<file path="src/verilog/tlbd_pkg.sv">
// Purpose: shared constants and carriers for the tlb entry data block
// Assumes: 32-bit avalon data, byte addresses, 10 MHz core clock
// Notes:   four entries, protection encodings, register layout
package tlbd_pkg;

  localparam int unsigned NUM_ENTRIES = 4;
  localparam int unsigned IDX_W       = 2;
  localparam int unsigned PPN_W       = 29;
  localparam int unsigned OFS_W       = 10;
  localparam int unsigned VOFS_W      = 12;
  localparam int unsigned PA_W        = PPN_W + OFS_W;
  localparam int unsigned DATA_W      = 32;
  localparam int unsigned ADDR_W      = 6;
  localparam int unsigned BE_W        = 4;
  localparam int unsigned STS_W       = 2;

  // register map, byte addresses
  localparam logic [ADDR_W-1:0] STATUS_OFS = 6'h00;
  localparam logic [ADDR_W-1:0] MASK_OFS   = 6'h04;
  localparam int unsigned ENTRY_SEL_BIT = 5;
  localparam int unsigned IDX_LSB       = 3;
  localparam int unsigned WORD_SEL_BIT  = 2;

  // entry flag word layout
  localparam int unsigned FLG_VALID  = 0;
  localparam int unsigned FLG_PROT   = 1;
  localparam int unsigned FLG_CACHE  = 3;
  localparam int unsigned FLG_DIRTY  = 4;
  localparam int unsigned FLG_SIZE4K = 5;

  // status and mask layout
  localparam int unsigned STS_VIOL = 0;
  localparam int unsigned STS_MISS = 1;

  // protection codes
  localparam logic [1:0] PROT_PRIV_RO = 2'h0;
  localparam logic [1:0] PROT_PRIV_RW = 2'h1;
  localparam logic [1:0] PROT_ALL_RO  = 2'h2;
  localparam logic [1:0] PROT_ALL_RW  = 2'h3;

  typedef struct packed {
    logic [PPN_W-1:0] physical_page_number;
    logic [1:0]       prot;
    logic             cache;
    logic             dirty;
    logic             size4k;
  } tlbd_entry_type;

  typedef struct packed {
    logic              vld;
    logic [IDX_W-1:0]  index;
    logic [VOFS_W-1:0] vofs;
    logic              priv;
    logic              write;
  } tlbd_req_type;

  typedef struct packed {
    logic            done;
    logic            grant;
    logic            miss;
    logic            viol;
    logic            cache;
    logic            dirty;
    logic [PA_W-1:0] paddr;
  } tlbd_rsp_type;

endpackage

</file>
<file path="src/verilog/tlbd_entry_data.sv">
// Purpose: data half of the tlb entries, translation and protection check
// Assumes: core presents the hit entry index; manual reset comes from core-clock logic
// Notes:   lookup answer is registered, one cycle after the request
`timescale 1ns/1ns
module tlbd_entry_data
  import tlbd_pkg::*;
(
  input  wire logic              sys_clk_i,
  input  wire logic              reset_n_i,
  input  wire logic              manual_reset_i,
  input  wire logic [ADDR_W-1:0] avs_address_i,
  input  wire logic              avs_read_i,
  input  wire logic              avs_write_i,
  input  wire logic [DATA_W-1:0] avs_writedata_i,
  input  wire logic [BE_W-1:0]   avs_byteenable_i,
  output logic      [DATA_W-1:0] avs_readdata_o,
  output logic                   avs_waitrequest_o,
  input  wire tlbd_req_type      xlat_req_i,
  output tlbd_rsp_type           xlat_rsp_o,
  output logic                   irq_o
);

  logic [NUM_ENTRIES-1:0] valid_r;
  tlbd_entry_type         ent_r [NUM_ENTRIES];
  logic [STS_W-1:0]       status_r;
  logic [STS_W-1:0]       status_nxt;
  logic [STS_W-1:0]       mask_r;
  logic                   ack_r;
  logic [DATA_W-1:0]      rdata_r;
  logic [DATA_W-1:0]      rd_cur;
  logic [DATA_W-1:0]      bmask;
  logic [DATA_W-1:0]      merged;
  logic                   wr_acc;
  logic                   is_entry;
  logic                   is_flags;
  logic [IDX_W-1:0]       wr_idx;
  tlbd_rsp_type           rsp_r;
  tlbd_rsp_type           rsp_nxt;
  tlbd_entry_type         sel_ent;
  logic                   sel_valid;
  logic                   allow;
  logic                   lookup;

  // avalon slave: one wait cycle, then answer
  assign avs_waitrequest_o = (avs_read_i | avs_write_i) & ~ack_r;
  assign avs_readdata_o    = rdata_r;
  // writes are dropped while the manual reset holds the block
  assign wr_acc            = avs_write_i & ack_r & ~manual_reset_i;
  assign is_entry          = avs_address_i[ENTRY_SEL_BIT];
  assign is_flags          = avs_address_i[WORD_SEL_BIT];
  assign wr_idx            = avs_address_i[IDX_LSB +: IDX_W];

  always_ff @(posedge sys_clk_i) begin
    if (!reset_n_i) begin
      ack_r <= 1'b0;
    end else begin
      ack_r <= (avs_read_i | avs_write_i) & ~ack_r;
    end
  end

  always_comb begin
    bmask = '0;
    for (int b = 0; b < BE_W; b++) begin
      bmask[b*8 +: 8] = {8{avs_byteenable_i[b]}};
    end
  end

  // readback of the addressed word; unmapped addresses read zero
  always_comb begin
    rd_cur = '0;
    if (is_entry) begin
      if (is_flags) begin
        rd_cur[FLG_VALID]       = valid_r[wr_idx];
        rd_cur[FLG_PROT +: 2]   = ent_r[wr_idx].prot;
        rd_cur[FLG_CACHE]       = ent_r[wr_idx].cache;
        rd_cur[FLG_DIRTY]       = ent_r[wr_idx].dirty;
        rd_cur[FLG_SIZE4K]      = ent_r[wr_idx].size4k;
      end else begin
        rd_cur[PPN_W-1:0]       = ent_r[wr_idx].physical_page_number;
      end
    end else if (avs_address_i == STATUS_OFS) begin
      rd_cur[STS_W-1:0] = status_r;
    end else if (avs_address_i == MASK_OFS) begin
      rd_cur[STS_W-1:0] = mask_r;
    end
  end

  assign merged = (rd_cur & ~bmask) | (avs_writedata_i & bmask);

  always_ff @(posedge sys_clk_i) begin
    if (!reset_n_i) begin
      rdata_r <= '0;
    end else if (avs_read_i & ~ack_r) begin
      rdata_r <= rd_cur;
    end
  end

  // per-entry storage; valid sits apart since of the two resets only power-on clears it
  for (genvar i = 0; i < NUM_ENTRIES; i++) begin : g_entry
    always_ff @(posedge sys_clk_i) begin
      if (!reset_n_i) begin
        valid_r[i] <= 1'b0;
      end else if (wr_acc && is_entry && is_flags && wr_idx == IDX_W'(i)) begin
        valid_r[i] <= merged[FLG_VALID];
      end
    end

    always_ff @(posedge sys_clk_i) begin
      if (!reset_n_i || manual_reset_i) begin
        ent_r[i] <= '0;
      end else if (wr_acc && is_entry && wr_idx == IDX_W'(i)) begin
        if (is_flags) begin
          ent_r[i].prot   <= merged[FLG_PROT +: 2];
          ent_r[i].cache  <= merged[FLG_CACHE];
          ent_r[i].dirty  <= merged[FLG_DIRTY];
          ent_r[i].size4k <= merged[FLG_SIZE4K];
        end else begin
          ent_r[i].physical_page_number    <= merged[PPN_W-1:0];
        end
      end
    end
  end

  // translation path
  assign lookup    = xlat_req_i.vld & ~manual_reset_i;
  assign sel_ent   = ent_r[xlat_req_i.index];
  assign sel_valid = valid_r[xlat_req_i.index];

  tlbd_prot_check u_prot (
    .prot_i  (sel_ent.prot),
    .priv_i  (xlat_req_i.priv),
    .write_i (xlat_req_i.write),
    .allow_o (allow)
  );

  always_comb begin
    rsp_nxt       = '0;
    rsp_nxt.done  = lookup;
    rsp_nxt.miss  = lookup & ~sel_valid;
    rsp_nxt.viol  = lookup & sel_valid & ~allow;
    rsp_nxt.grant = lookup & sel_valid & allow;
    if (rsp_nxt.grant) begin
      rsp_nxt.cache = sel_ent.cache;
      rsp_nxt.dirty = sel_ent.dirty;
      rsp_nxt.paddr = {sel_ent.physical_page_number, xlat_req_i.vofs[OFS_W-1:0]};
      if (sel_ent.size4k) begin
        rsp_nxt.paddr[VOFS_W-1:OFS_W] = xlat_req_i.vofs[VOFS_W-1:OFS_W];
      end
    end
  end

  always_ff @(posedge sys_clk_i) begin
    if (!reset_n_i || manual_reset_i) begin
      rsp_r <= '0;
    end else begin
      rsp_r <= rsp_nxt;
    end
  end

  assign xlat_rsp_o = rsp_r;

  // sticky status, write one to clear; a new event wins over the clear
  always_comb begin
    status_nxt = status_r;
    if (wr_acc && !is_entry && avs_address_i == STATUS_OFS) begin
      status_nxt = status_r & ~(avs_writedata_i[STS_W-1:0] & bmask[STS_W-1:0]);
    end
    status_nxt[STS_VIOL] = status_nxt[STS_VIOL] | rsp_r.viol;
    status_nxt[STS_MISS] = status_nxt[STS_MISS] | rsp_r.miss;
  end

  always_ff @(posedge sys_clk_i) begin
    if (!reset_n_i || manual_reset_i) begin
      status_r <= '0;
    end else begin
      status_r <= status_nxt;
    end
  end

  always_ff @(posedge sys_clk_i) begin
    if (!reset_n_i || manual_reset_i) begin
      mask_r <= '0;
    end else if (wr_acc && !is_entry && avs_address_i == MASK_OFS) begin
      mask_r <= merged[STS_W-1:0];
    end
  end

  assign irq_o = |(status_r & mask_r);
endmodule // tlbd_entry_data

</file>
<file path="src/verilog/tlbd_prot_check.sv">
// Purpose: decode a protection code against privilege and direction
// Assumes: purely combinational, same clock as caller
// Notes:   all four codes legal, so no default branch
`timescale 1ns/1ns
module tlbd_prot_check
  import tlbd_pkg::*;
(
  input  wire logic [1:0] prot_i,
  input  wire logic       priv_i,
  input  wire logic       write_i,
  output logic            allow_o
);

  always_comb begin
    unique case (prot_i)
      PROT_PRIV_RO: allow_o = priv_i & ~write_i;
      PROT_PRIV_RW: allow_o = priv_i;
      PROT_ALL_RO:  allow_o = ~write_i;
      PROT_ALL_RW:  allow_o = 1'b1;
    endcase
  end

endmodule // tlbd_prot_check
</file>
<file path="config.mk">
export PLATFORM = sky130hd
export DESIGN_NAME = tlbd_entry_data
export DESIGN_NICKNAME = d
export VERILOG_FILES = /design/src/verilog/tlbd_pkg.sv /design/src/verilog/tlbd_entry_data.sv /design/src/verilog/tlbd_prot_check.sv
export SDC_FILE = /design/constraint.sdc
export NUM_CORES = 1
export LEC_CHECK = 0
export BUFFER_PORTS_ARGS = -buffer_cell sky130_fd_sc_hd__buf_4
export CAP_MARGIN = 20
export CORE_ASPECT_RATIO = 1.5
export CORE_UTILIZATION = 49
export DETAILED_ROUTE_END_ITERATION = 10
export PLACE_DENSITY = 0.69
export RECOVER_POWER = 50
export SETUP_SLACK_MARGIN = 0.1
export SYNTH_ARGS = -nofsm -noshare
export SYNTH_HDL_FRONTEND = slang
export SYNTH_SLANG_ARGS = --single-unit
</file>
<file path="constraint.sdc">
create_clock -name sys_clk_i -period 3.7 [get_ports sys_clk_i]
set_input_delay 0.185 -clock sys_clk_i [delete_from_list [all_inputs] [get_ports sys_clk_i]]
set_output_delay 0.185 -clock sys_clk_i [all_outputs]
set_load 0.05 [all_outputs]
</file>
==> results of run 1 <==
sequential cells by signal (all words and copies together), names as in the netlist:
name            count
ent_r             136
valid_r             4
ack_r               1
status_r            2
xlat_rsp_o         45
mask_r              2
avs_readdata_o     29
metal layers:
metal / routed length [microns] / share of wire, % / up-vias
li1: - / - / 3089
met2: 12800 / 54 / 228
met3: 1190 / 5.0 / 51
met5: 0 / 0 / -
met4: 736 / 3.1 / 0
met1: 9110 / 38 / 3301
kinds of logic after synthesis:
group	share of synthesized area [%]
other cells	0.0379
compound gates	5.92
buf+inv	3.19
simple gates	15.6
flops	58.1
mux	17.1
tightest hold or removal path: stages:
cell and delay [ns]:
buf_4 0.09, a41oi_1 0.08, o21a_1 0.15
area by class of cell:
class | instances | area [sq um]
Fill cell | 1691 | 8160
Sequential cell | 219 | 5750
Multi-Input combinational cell | 504 | 3850
Timing Repair Buffer | 163 | 971
Clock buffer | 31 | 626
Tap cell | 260 | 325
Clock inverter | 9 | 96.3
Inverter | 5 | 18.8
power by group through the flow:
stage                     clock, mW  combinational [mW]  sequential (mW)
after floorplan                   0               0.289             2.76
after global placement            0               0.459             2.74
after detailed placement          0               0.462             2.74
after CTS                      2.25               0.474             2.69
after global routing           2.34               0.493             2.70
final                          2.22               0.462             2.69
path summary, 6_finish.rpt:
| kind | to | slack (ns) | start | depth (start not counted) |
|---|---|---|---|---|
| worst min register to register | avs_readdata_o[3] | 0.47 | avs_readdata_o[3] | 2 |
| worst max register to register | ent_r[0][23] | 0.96 | ack_r | 5 |
| worst min-delay path | status_r[1] | 0.06 | avs_writedata_i[1] | 3 |
| worst max-delay path | ent_r[0][5] | 0.92 | reset_n_i | 6 |
repair_timing:
action                                 CTS  global route
endpoints found under the hold margin   14             0
setup buffers                            0             0
hold buffers                            14             0
per-stage QoR:
stage / cells / power, mW / setup slack [ns] / cell area (sq um) / hold slack [ns]
2_1_floorplan: 790 / 3.05 / 0.200 / 9890 / 0.307
3_3_place_gp: 1137 / 3.20 / 1.07 / 11100 / 0.387
3_5_place_dp: 1137 / 3.20 / 1.05 / 11100 / 0.391
4_1_cts: 1191 / 5.41 / 1.37 / 11900 / 0.0569
5_1_grt: 1191 / 5.53 / 0.736 / 11600 / 0.0761
6_report: 1191 / 5.37 / 0.924 / 11600 / 0.0596
Yosys cell counts, types with 2 or more instances:
cell type,instances,area (sq um)
and2_0,2,12.5
a21boi_0,4,30.0
mux4_2,59,1330
buf_1,5,18.8
nor2b_1,6,37.5
buf_4,5,37.5
nor3_1,7,35.0
a31o_2,2,17.5
buf_2,21,105
nand2_1,90,338
o21a_1,23,173
dfxtp_1,83,1660
mux4_1,9,236
mux2_2,5,56.3
a21oi_1,2,10.0
nand4_1,3,18.8
and4_1,2,17.5
edfxtp_1,136,4080
nand3_1,14,70.1
o21ai_0,26,130
mux2i_1,7,70.1
nand2b_1,3,18.8
a22oi_2,3,37.5
and2_1,64,400
a22o_1,2,17.5
a32o_1,4,40.0
inv_1,4,15.0
and3_1,2,12.5
a41oi_1,3,26.3
clkbuf_1,29,109
nor2_1,146,548
==> impl_metrics.ini, run 1 <==
[status]
status = finished, violations left
violations = capacitance limit, slew limit

[grt]
use_met1_pct = 26.7
grt_max_degree = 52
grt_overflow = 0
use_met3_pct = 2.65
grt_pass1_wl_microns = 36900
use_met2_pct = 44.1
grt_pass1_vias = 6734
grt_usage_pct = 23.3
antenna_found_initial = 0
grt-busiest-layer = met2

[clock_tree]
numCtsBuffers = 22
cts_sinks = 219
cts_tree = done
worstSkewPairLatency_ns = 0.50
cts_buffer_depth = 3
cts_resized = 0
path_clk_slew_ns = 0.06
root_buffer = clkbuf_16
cts_max_level = 1

[floorplan]
core-area_sq_um = 19800
dieArea_sq_um = 20800
fp-row-count = 63
io_pins = 143
start_util_pct = 50.0
die_w_microns = 118
dieHeight_microns = 176

[cells_and_area]
final_common_cell = nor2_1
syn_to_final_growth_pct = 17.6
final_cell_mix = 146 x nor2_1, 136 x edfxtp_1, 90 x nand2_1
diodes = 0
final_util_pct = 58.8
drive_above_1_share_pct = 18.8
fin_nets = 979

[synthesis]
yosysWarnings = 0
synth_edf_count = 136
synth_flop_cell = edfxtp_1
yosysSeqAreaShare_pct = 58.1
ys_async_sr_fraction_pct = 0
syn_inst = 788
avgSynthCellArea_sq_um = 12.5
yosys_register_bits = 219
syn-cell-area_sq_um = 9890
yosysUniqueCellTypes = 48

[sta]
worst_pin_slew_ns = 1.94
max-slew-margin-rel_pct = -29.3
fmax_mhz = 360
finalCritPeriodShare_pct = 75.0
fin_crit_ns = 2.78
hold_viol = 0
rsz0062_at_grt = false
setup_violations = 0
skew_ns = 0.00887
finalSetupTns_ns = 0
slew_viol_final = 121

[setup_path]
cp_max_fo = 38
slowest_stage = clkbuf_1
cp_cell_sequence = clkbuf_1 > nor2b_1 > buf_4 > nand3_1 > clkbuf_1 > nor3_1
end_kind = flip-flop
required_ns = 4.01
crit_family = buffers and inverters
worstSetupPathType = in -> reg
cp.arrival_ns = 3.09
worstSetupStartpointType = input port
critical_path.max_stage_delay_ns = 1.24
crit_top_cell = clkbuf_1
path_buf_inv = 3

[power]
p_int_mw = 4.17
power.share.sequential_pct = 50.1
switching_share_pct = 22.4
irDropWorstVdd_mv = 0.377
clkPwrFrac_pct = 41.4
cellPowerDensity_nw_per_um2 = 462
switchingPower_mw = 1.20
p_comb_share_pct = 8.6
leakage_nw = 4.35

[run]
drv_cap = 3

[detailed_routing]
dr.pass1.iters = 5
routed_wl_microns = 23900
via_per_inst = 5.60
wl_per_cell_microns = 20.0
drc = 0
drtIter0Drc = 387
ant_nets = 0
vias = 6669

[place]
port_buffers = 136
place_hpwl_microns = 14800
place.gp.congestion = 0.840

[min_path]
min_path_type = in -> reg
(Power assumes the default switching activity.)
==> run 2, diff against run 1 <==
--- a/config.mk
+++ b/config.mk
@@ -5,12 +5,13 @@
 export SDC_FILE = /design/constraint.sdc
 export NUM_CORES = 1
 export LEC_CHECK = 0
+export ABC_AREA = 1
 export BUFFER_PORTS_ARGS = -buffer_cell sky130_fd_sc_hd__buf_4
 export CAP_MARGIN = 20
 export CORE_ASPECT_RATIO = 1.5
 export CORE_UTILIZATION = 49
 export DETAILED_ROUTE_END_ITERATION = 10
-export PLACE_DENSITY = 0.69
+export PLACE_DENSITY = 0.68
 export RECOVER_POWER = 50
 export SETUP_SLACK_MARGIN = 0.1
 export SYNTH_ARGS = -nofsm -noshare
==> constraint.sdc (replaced) <==
create_clock -name sys_clk_i -period 2.4 [get_ports sys_clk_i]
set_input_delay 0.12 -clock sys_clk_i [delete_from_list [all_inputs] [get_ports sys_clk_i]]
set_output_delay 0.12 -clock sys_clk_i [all_outputs]
set_load 0.05 [all_outputs]
==> run 2 against run 1 <==
  * The flow now finishes without violations
  * Critical path depth increased by 1
  * Non-clock buffer count is 24 higher
  * Worst setup slack worse by 0.58 ns
  * Worst hold slack worse by 0.031 ns
  * Synthesized cell count up 42%
  * Synthesized area increased by 5.3%
  * Critical path type is now reg -> reg
==> impl_metrics.ini, run 2 <==
[setup_path]
worstSetupPathType = reg -> reg
cp.arrival_ns = 2.24
slowest_stage = dfxtp_1
critical_path.max_stage_delay_ns = 0.40
crit_top_cell = inv_1
end_kind = flip-flop
worstSetupStartpointType = flip-flop
cp_max_fo = 27
cp_cell_sequence = inv_1 > nor3_1 > nand2_1 > nor2_4 > inv_1 > o21ai_2 > buf_12
required_ns = 2.59

[synthesis]
synth_edf_count = 136
yosys_register_bits = 219
yosysSeqAreaShare_pct = 55.2
syn-cell-area_sq_um = 10400
netlist_top_cells_count = 175 x a21oi_1, 173 x nor2_1, 151 x nand2_1, 136 x edfxtp_1, 96 x o21ai_0
yosysMostFrequentCell = a21oi_1
netlist.area_leader.share_pct = 39.2
synth_area_leader_cell = edfxtp_1
yosysUniqueCellTypes = 35
ys_async_sr_fraction_pct = 0
synth_flop_cell = edfxtp_1
avgSynthCellArea_sq_um = 9.29
yosysWarnings = 0
synthTopCellsByArea = edfxtp_1 39%, dfxtp_1 16%, a21oi_1 8.4%, nor2_1 6.2%, nand2_1 5.4%
syn_inst = 1120

[clock_tree]
cts_tree = done
worstSkewPairLatency_ns = 0.51
numCtsBuffers = 22
cts_resized = 0
cts_max_level = 1
root_buffer = clkbuf_16
cts_buffer_depth = 3
cts_sinks = 219
path_clk_slew_ns = 0.06

[cells_and_area]
fin_nets = 1323
fin_cells = 1539
final_common_cell = a21oi_1
largest_reg_flops = 136
diodes = 0
top_register = ent_r
drive_above_1_share_pct = 18.1
final_cell_mix = 175 x a21oi_1, 172 x nor2_1, 151 x nand2_1
syn_to_final_growth_pct = 17.8

[sta]
finalSetupTns_ns = 0
slew_viol_final = 0
max-slew-margin-rel_pct = 40.9
layout_setup_ws_ns = 0.349
holdWs_ns = 0.0281
fin_crit_ns = 2.05
rsz0062_at_grt = false
setup_violations = 0
skew_ns = 0.0169
worst_pin_slew_ns = 0.887
fmax_mhz = 487
hold_viol = 0
finalCritPeriodShare_pct = 85.5

[detailed_routing]
ant_nets = 0
drc = 0
wl_per_cell_microns = 19.0
drtIter0Drc = 921
routed_wl_microns = 29200
via_per_inst = 5.64
dr.pass1.iters = 5
vias = 8674

[grt]
use_met3_pct = 3.16
grt-busiest-layer = met2
antenna_found_initial = 0
grt_usage_pct = 27.1
grt_max_degree = 47
use_met2_pct = 47.8
grt_overflow = 0
grt_pass1_wl_microns = 45700
grt_pass1_vias = 8849
use_met1_pct = 32.1

[floorplan]
dieHeight_microns = 180
io_pins = 143
fp-row-count = 64
dieArea_sq_um = 21800
start_util_pct = 50.6
die_w_microns = 121
core-area_sq_um = 20600

[power]
cellPowerDensity_nw_per_um2 = 723
irDropWorstVdd_mv = 0.509
leakage_nw = 4.72

[place]
port_buffers = 136
place_hpwl_microns = 18400
post-place-ws_ns = 0.418
place.gp.congestion = 0.830
post-place-cells = 1482

[run]
drv_cap = 0

[status]
status = finished clean

[min_path]
min_path_type = in -> reg
run 2: through the flow:
| stage | power, mW | area [sq um] | util, % |
|---|---|---|---|
| after floorplan | 4.93 | 10400 | - |
| after global placement | 5.26 | 11600 | 56.5 |
| after detailed placement | 5.27 | 11600 | 56.5 |
| after CTS | 8.94 | 12600 | 61.1 |
| after global routing | 9.13 | 12300 | 59.6 |
| final | 8.86 | 12300 | 59.6 |
run 2: cell type report:
type / instances / area (sq um)
clock buffer: 30 / 622
clock inverter: 10 / 155
fill: 1862 / 8320
inverter: 70 / 265
multi-input combinational: 759 / 3950
sequential: 219 / 5750
tap: 264 / 330
timing repair buffer: 187 / 1190
run 2: timing repair:
action	in CTS	in global routing
endpoints found under the hold margin	17	0
hold buffers	17	0
setup buffers	0	0
run 2: final timing paths:
kind | startpoint | end | slack [ns] | cells past startpoint
max | ack_r | ent_r[1][8] | 0.35 | 7
min | reset_n_i | avs_readdata_o[15] | 0.03 | 3
max reg2reg | ack_r | ent_r[1][8] | 0.35 | 7
min reg2reg | xlat_rsp_o[42] | status_r[1] | 0.45 | 2
run 2: logic make-up (layout without fill, tap and decap cells):
group                  after synthesis  count (layout)  synth area share [%]
AO/OA/AOI/OAI                      346             346                  20.1
buffers and inverters              144             297                  7.00
flip-flops                         219             219                  55.2
other                                1               3                0.0360
AND/OR/NAND/NOR                    410             410                  17.7
run 2: per-layer routing:
layer,vias up,wire (microns)
met5,-,0
met4,0,1200
met3,88,2180
met2,383,14800
met1,4080,11000
li1,4123,-
run 2: report_power, final:
group          internal (mW)  switching [mW]
clock network           2.25            1.44
logic                  0.279           0.694
registers               4.13          0.0768
total                   6.65            2.21
run 2: critical path, delay by kind of cell (launching register included):
kind | cells | cell delay, ns
compound gates | 1 | 0.28
buf+inv | 3 | 0.44
flops | 1 | 0.40
simple gates | 3 | 0.60
==> run 3, diff against run 2 <==
--- a/config.mk
+++ b/config.mk
@@ -11,9 +11,10 @@
 export CORE_ASPECT_RATIO = 1.5
 export CORE_UTILIZATION = 49
 export DETAILED_ROUTE_END_ITERATION = 10
-export PLACE_DENSITY = 0.68
+export PLACE_DENSITY = 0.69
 export RECOVER_POWER = 50
 export SETUP_SLACK_MARGIN = 0.1
 export SYNTH_ARGS = -nofsm -noshare
 export SYNTH_HDL_FRONTEND = slang
+export SYNTH_HIERARCHICAL = 1
 export SYNTH_SLANG_ARGS = --single-unit
==> run 3 against run 2 <==
  * Combinational power decreased by 4.0%
  * Non-clock buffer count increased by 1
  * Register-to-register slack got worse by 0.097 ns
  * Wire length decreased by 0.82%
  * Critical path type unchanged
==> impl_metrics.ini, run 3 <==
[status]
status = finished clean

[setup_path]
r2r_end = ent_r[3][17]
cp.arrival_ns = 2.30
end_kind = flip-flop
reg2reg_slack_ns = 0.25
worstSetupPathType = reg -> reg
required_ns = 2.55
worstSetupStartpointType = flip-flop
cp_max_fo = 6
reg2reg_from = ack_r
ff2ff_path_depth = 6

[clock_tree]
cts_tree = done
cts_sinks = 219
cts_buffer_depth = 3
numCtsBuffers = 21
cts_max_level = 1
root_buffer = clkbuf_16
path_clk_slew_ns = 0.06
worstSkewPairLatency_ns = 0.50
cts_resized = 0

[cells_and_area]
final_common_cell = nor2_1
fin_cells = 1527
syn_to_final_growth_pct = 18.9
final_cell_mix = 180 x nor2_1, 172 x a21oi_1, 161 x nand2_1
largest_reg_flops = 136
drive_above_1_share_pct = 11.2
fin_nets = 1317
diodes = 0
top_register = ent_r

[floorplan]
io_pins = 143
die_w_microns = 118
core-area_sq_um = 19900
dieHeight_microns = 177
dieArea_sq_um = 20900
start_util_pct = 50.2
fp-row-count = 63

[synthesis]
yosysSeqAreaShare_pct = 57.7
netlist.area_leader.share_pct = 41.0
netlist_top_cells_count = 179 x nor2_1, 172 x a21oi_1, 160 x nand2_1, 136 x edfxtp_1, 110 x o21ai_0
synthTopCellsByArea = edfxtp_1 41%, dfxtp_1 17%, a21oi_1 8.6%, nor2_1 6.7%, nand2_1 6.0%
yosysMostFrequentCell = nor2_1
synth_edf_count = 136
synth_area_leader_cell = edfxtp_1
yosysWarnings = 6
synth_flop_cell = edfxtp_1
syn-cell-area_sq_um = 9960
avgSynthCellArea_sq_um = 8.95
yosysUniqueCellTypes = 29
ys_async_sr_fraction_pct = 0
syn_inst = 1113
yosys_register_bits = 219

[power]
cellPowerDensity_nw_per_um2 = 736
leakage_nw = 4.69
power_mw = 8.72
irDropWorstVdd_mv = 0.421

[grt]
use_met2_pct = 49.6
grt-busiest-layer = met2
grt_pass1_vias = 8688
grt_usage_pct = 27.7
grt_pass1_wl_microns = 44700
antenna_found_initial = 0
grt_overflow = 0
use_met1_pct = 32.1
use_met3_pct = 3.51
grt_max_degree = 47

[detailed_routing]
drc = 0
dr.pass1.iters = 5
routed_wl_microns = 29000
wl_per_cell_microns = 19.0
vias = 8696
via_per_inst = 5.69
ant_nets = 0
drtIter0Drc = 580

[place]
place.gp.congestion = 0.944
place_hpwl_microns = 18400
port_buffers = 136
post-place-cells = 1475

[min_path]
whs_path_depth = 4
min_to = xlat_rsp_o[41]
min_path_type = in -> reg
hold_start = xlat_req_i[1]

[sta]
rsz0062_at_grt = false
hold_viol = 0
skew_ns = 0.0124
slew_viol_final = 0
fmax_mhz = 466
finalCritPeriodShare_pct = 89.5
setup_violations = 0
fin_crit_ns = 2.15
worst_pin_slew_ns = 1.08
max-slew-margin-rel_pct = 27.7

[run]
drv_cap = 0
-- run 3: worst max-delay path, cell delays in order, from the launching register on --
cell      delay [ns]
dfxtp_1         0.35
inv_1           0.04
nor3_1          0.15
clkbuf_1        0.24
nand2_1         0.17
o21ai_0         0.42
clkbuf_1        0.43
-- run 3: what timing repair did --
| action | CTS | global route |
|---|---|---|
| setup buffers | 0 | 0 |
| hold buffers | 15 | 0 |
| hold endpoints to repair | 17 | 0 |
-- run 3: per-layer routing --
layer | share of wire [%] | wire length [microns]
met2 | 51 | 14800
met1 | 37 | 10700
met5 | 0 | 0
met4 | 4.2 | 1200
met3 | 7.7 | 2230
-- run 3: power by group --
group | switching, mW | internal [mW]
combinational | 0.670 | 0.264
sequential | 0.0661 | 4.12
clock | 1.46 | 2.14
total | 2.19 | 6.53
-- run 3: cell type report --
type | count | area (sq um)
Tap cell | 260 | 325
Sequential cell | 219 | 5750
Fill cell | 1837 | 8020
Inverter | 70 | 263
Clock inverter | 11 | 173
Timing Repair Buffer | 188 | 1210
Multi-Input combinational cell | 753 | 3550
Clock buffer | 26 | 574
-- run 3: worst max-delay path by stage --
| stage | startpoint | endpoint | slack (ns) |
|---|---|---|---|
| floorplan | ack_r | ent_r[1][10] | -0.16 |
| global placement | avs_address_i[3] | ent_r[0][7] | 0.48 |
| detailed placement | xlat_req_i[14] | xlat_rsp_o[40] | 0.46 |
| CTS | reset_n_i | xlat_rsp_o[40] | 0.44 |
| global route | reset_n_i | xlat_rsp_o[40] | 0.18 |
| finish | ack_r | ent_r[3][17] | 0.25 |
-- run 3: logic make-up after synthesis --
family / share of synthesized area (%)
AO/OA/AOI/OAI: 19.4
buffers and inverters: 6.76
flip-flops: 57.7
other: 0.0376
AND/OR/NAND/NOR: 16.1
-- run 3: per-stage QoR --
step | hold WS, ns | TNS [ns] | instance area [sq um] | setup slack (ns) | utilization [%]
finish | 0.0105 | 0 | 11800 | 0.252 | 59.6
global route | 0.0371 | 0 | 11800 | 0.184 | 59.6
CTS | 0.00868 | 0 | 12200 | 0.444 | 61.3
detailed placement | 0.341 | 0 | 11300 | 0.456 | 56.8
global placement | 0.337 | 0 | 11300 | 0.476 | 56.8
floorplan | 0.232 | -9.30 | 9970 | -0.160 | -
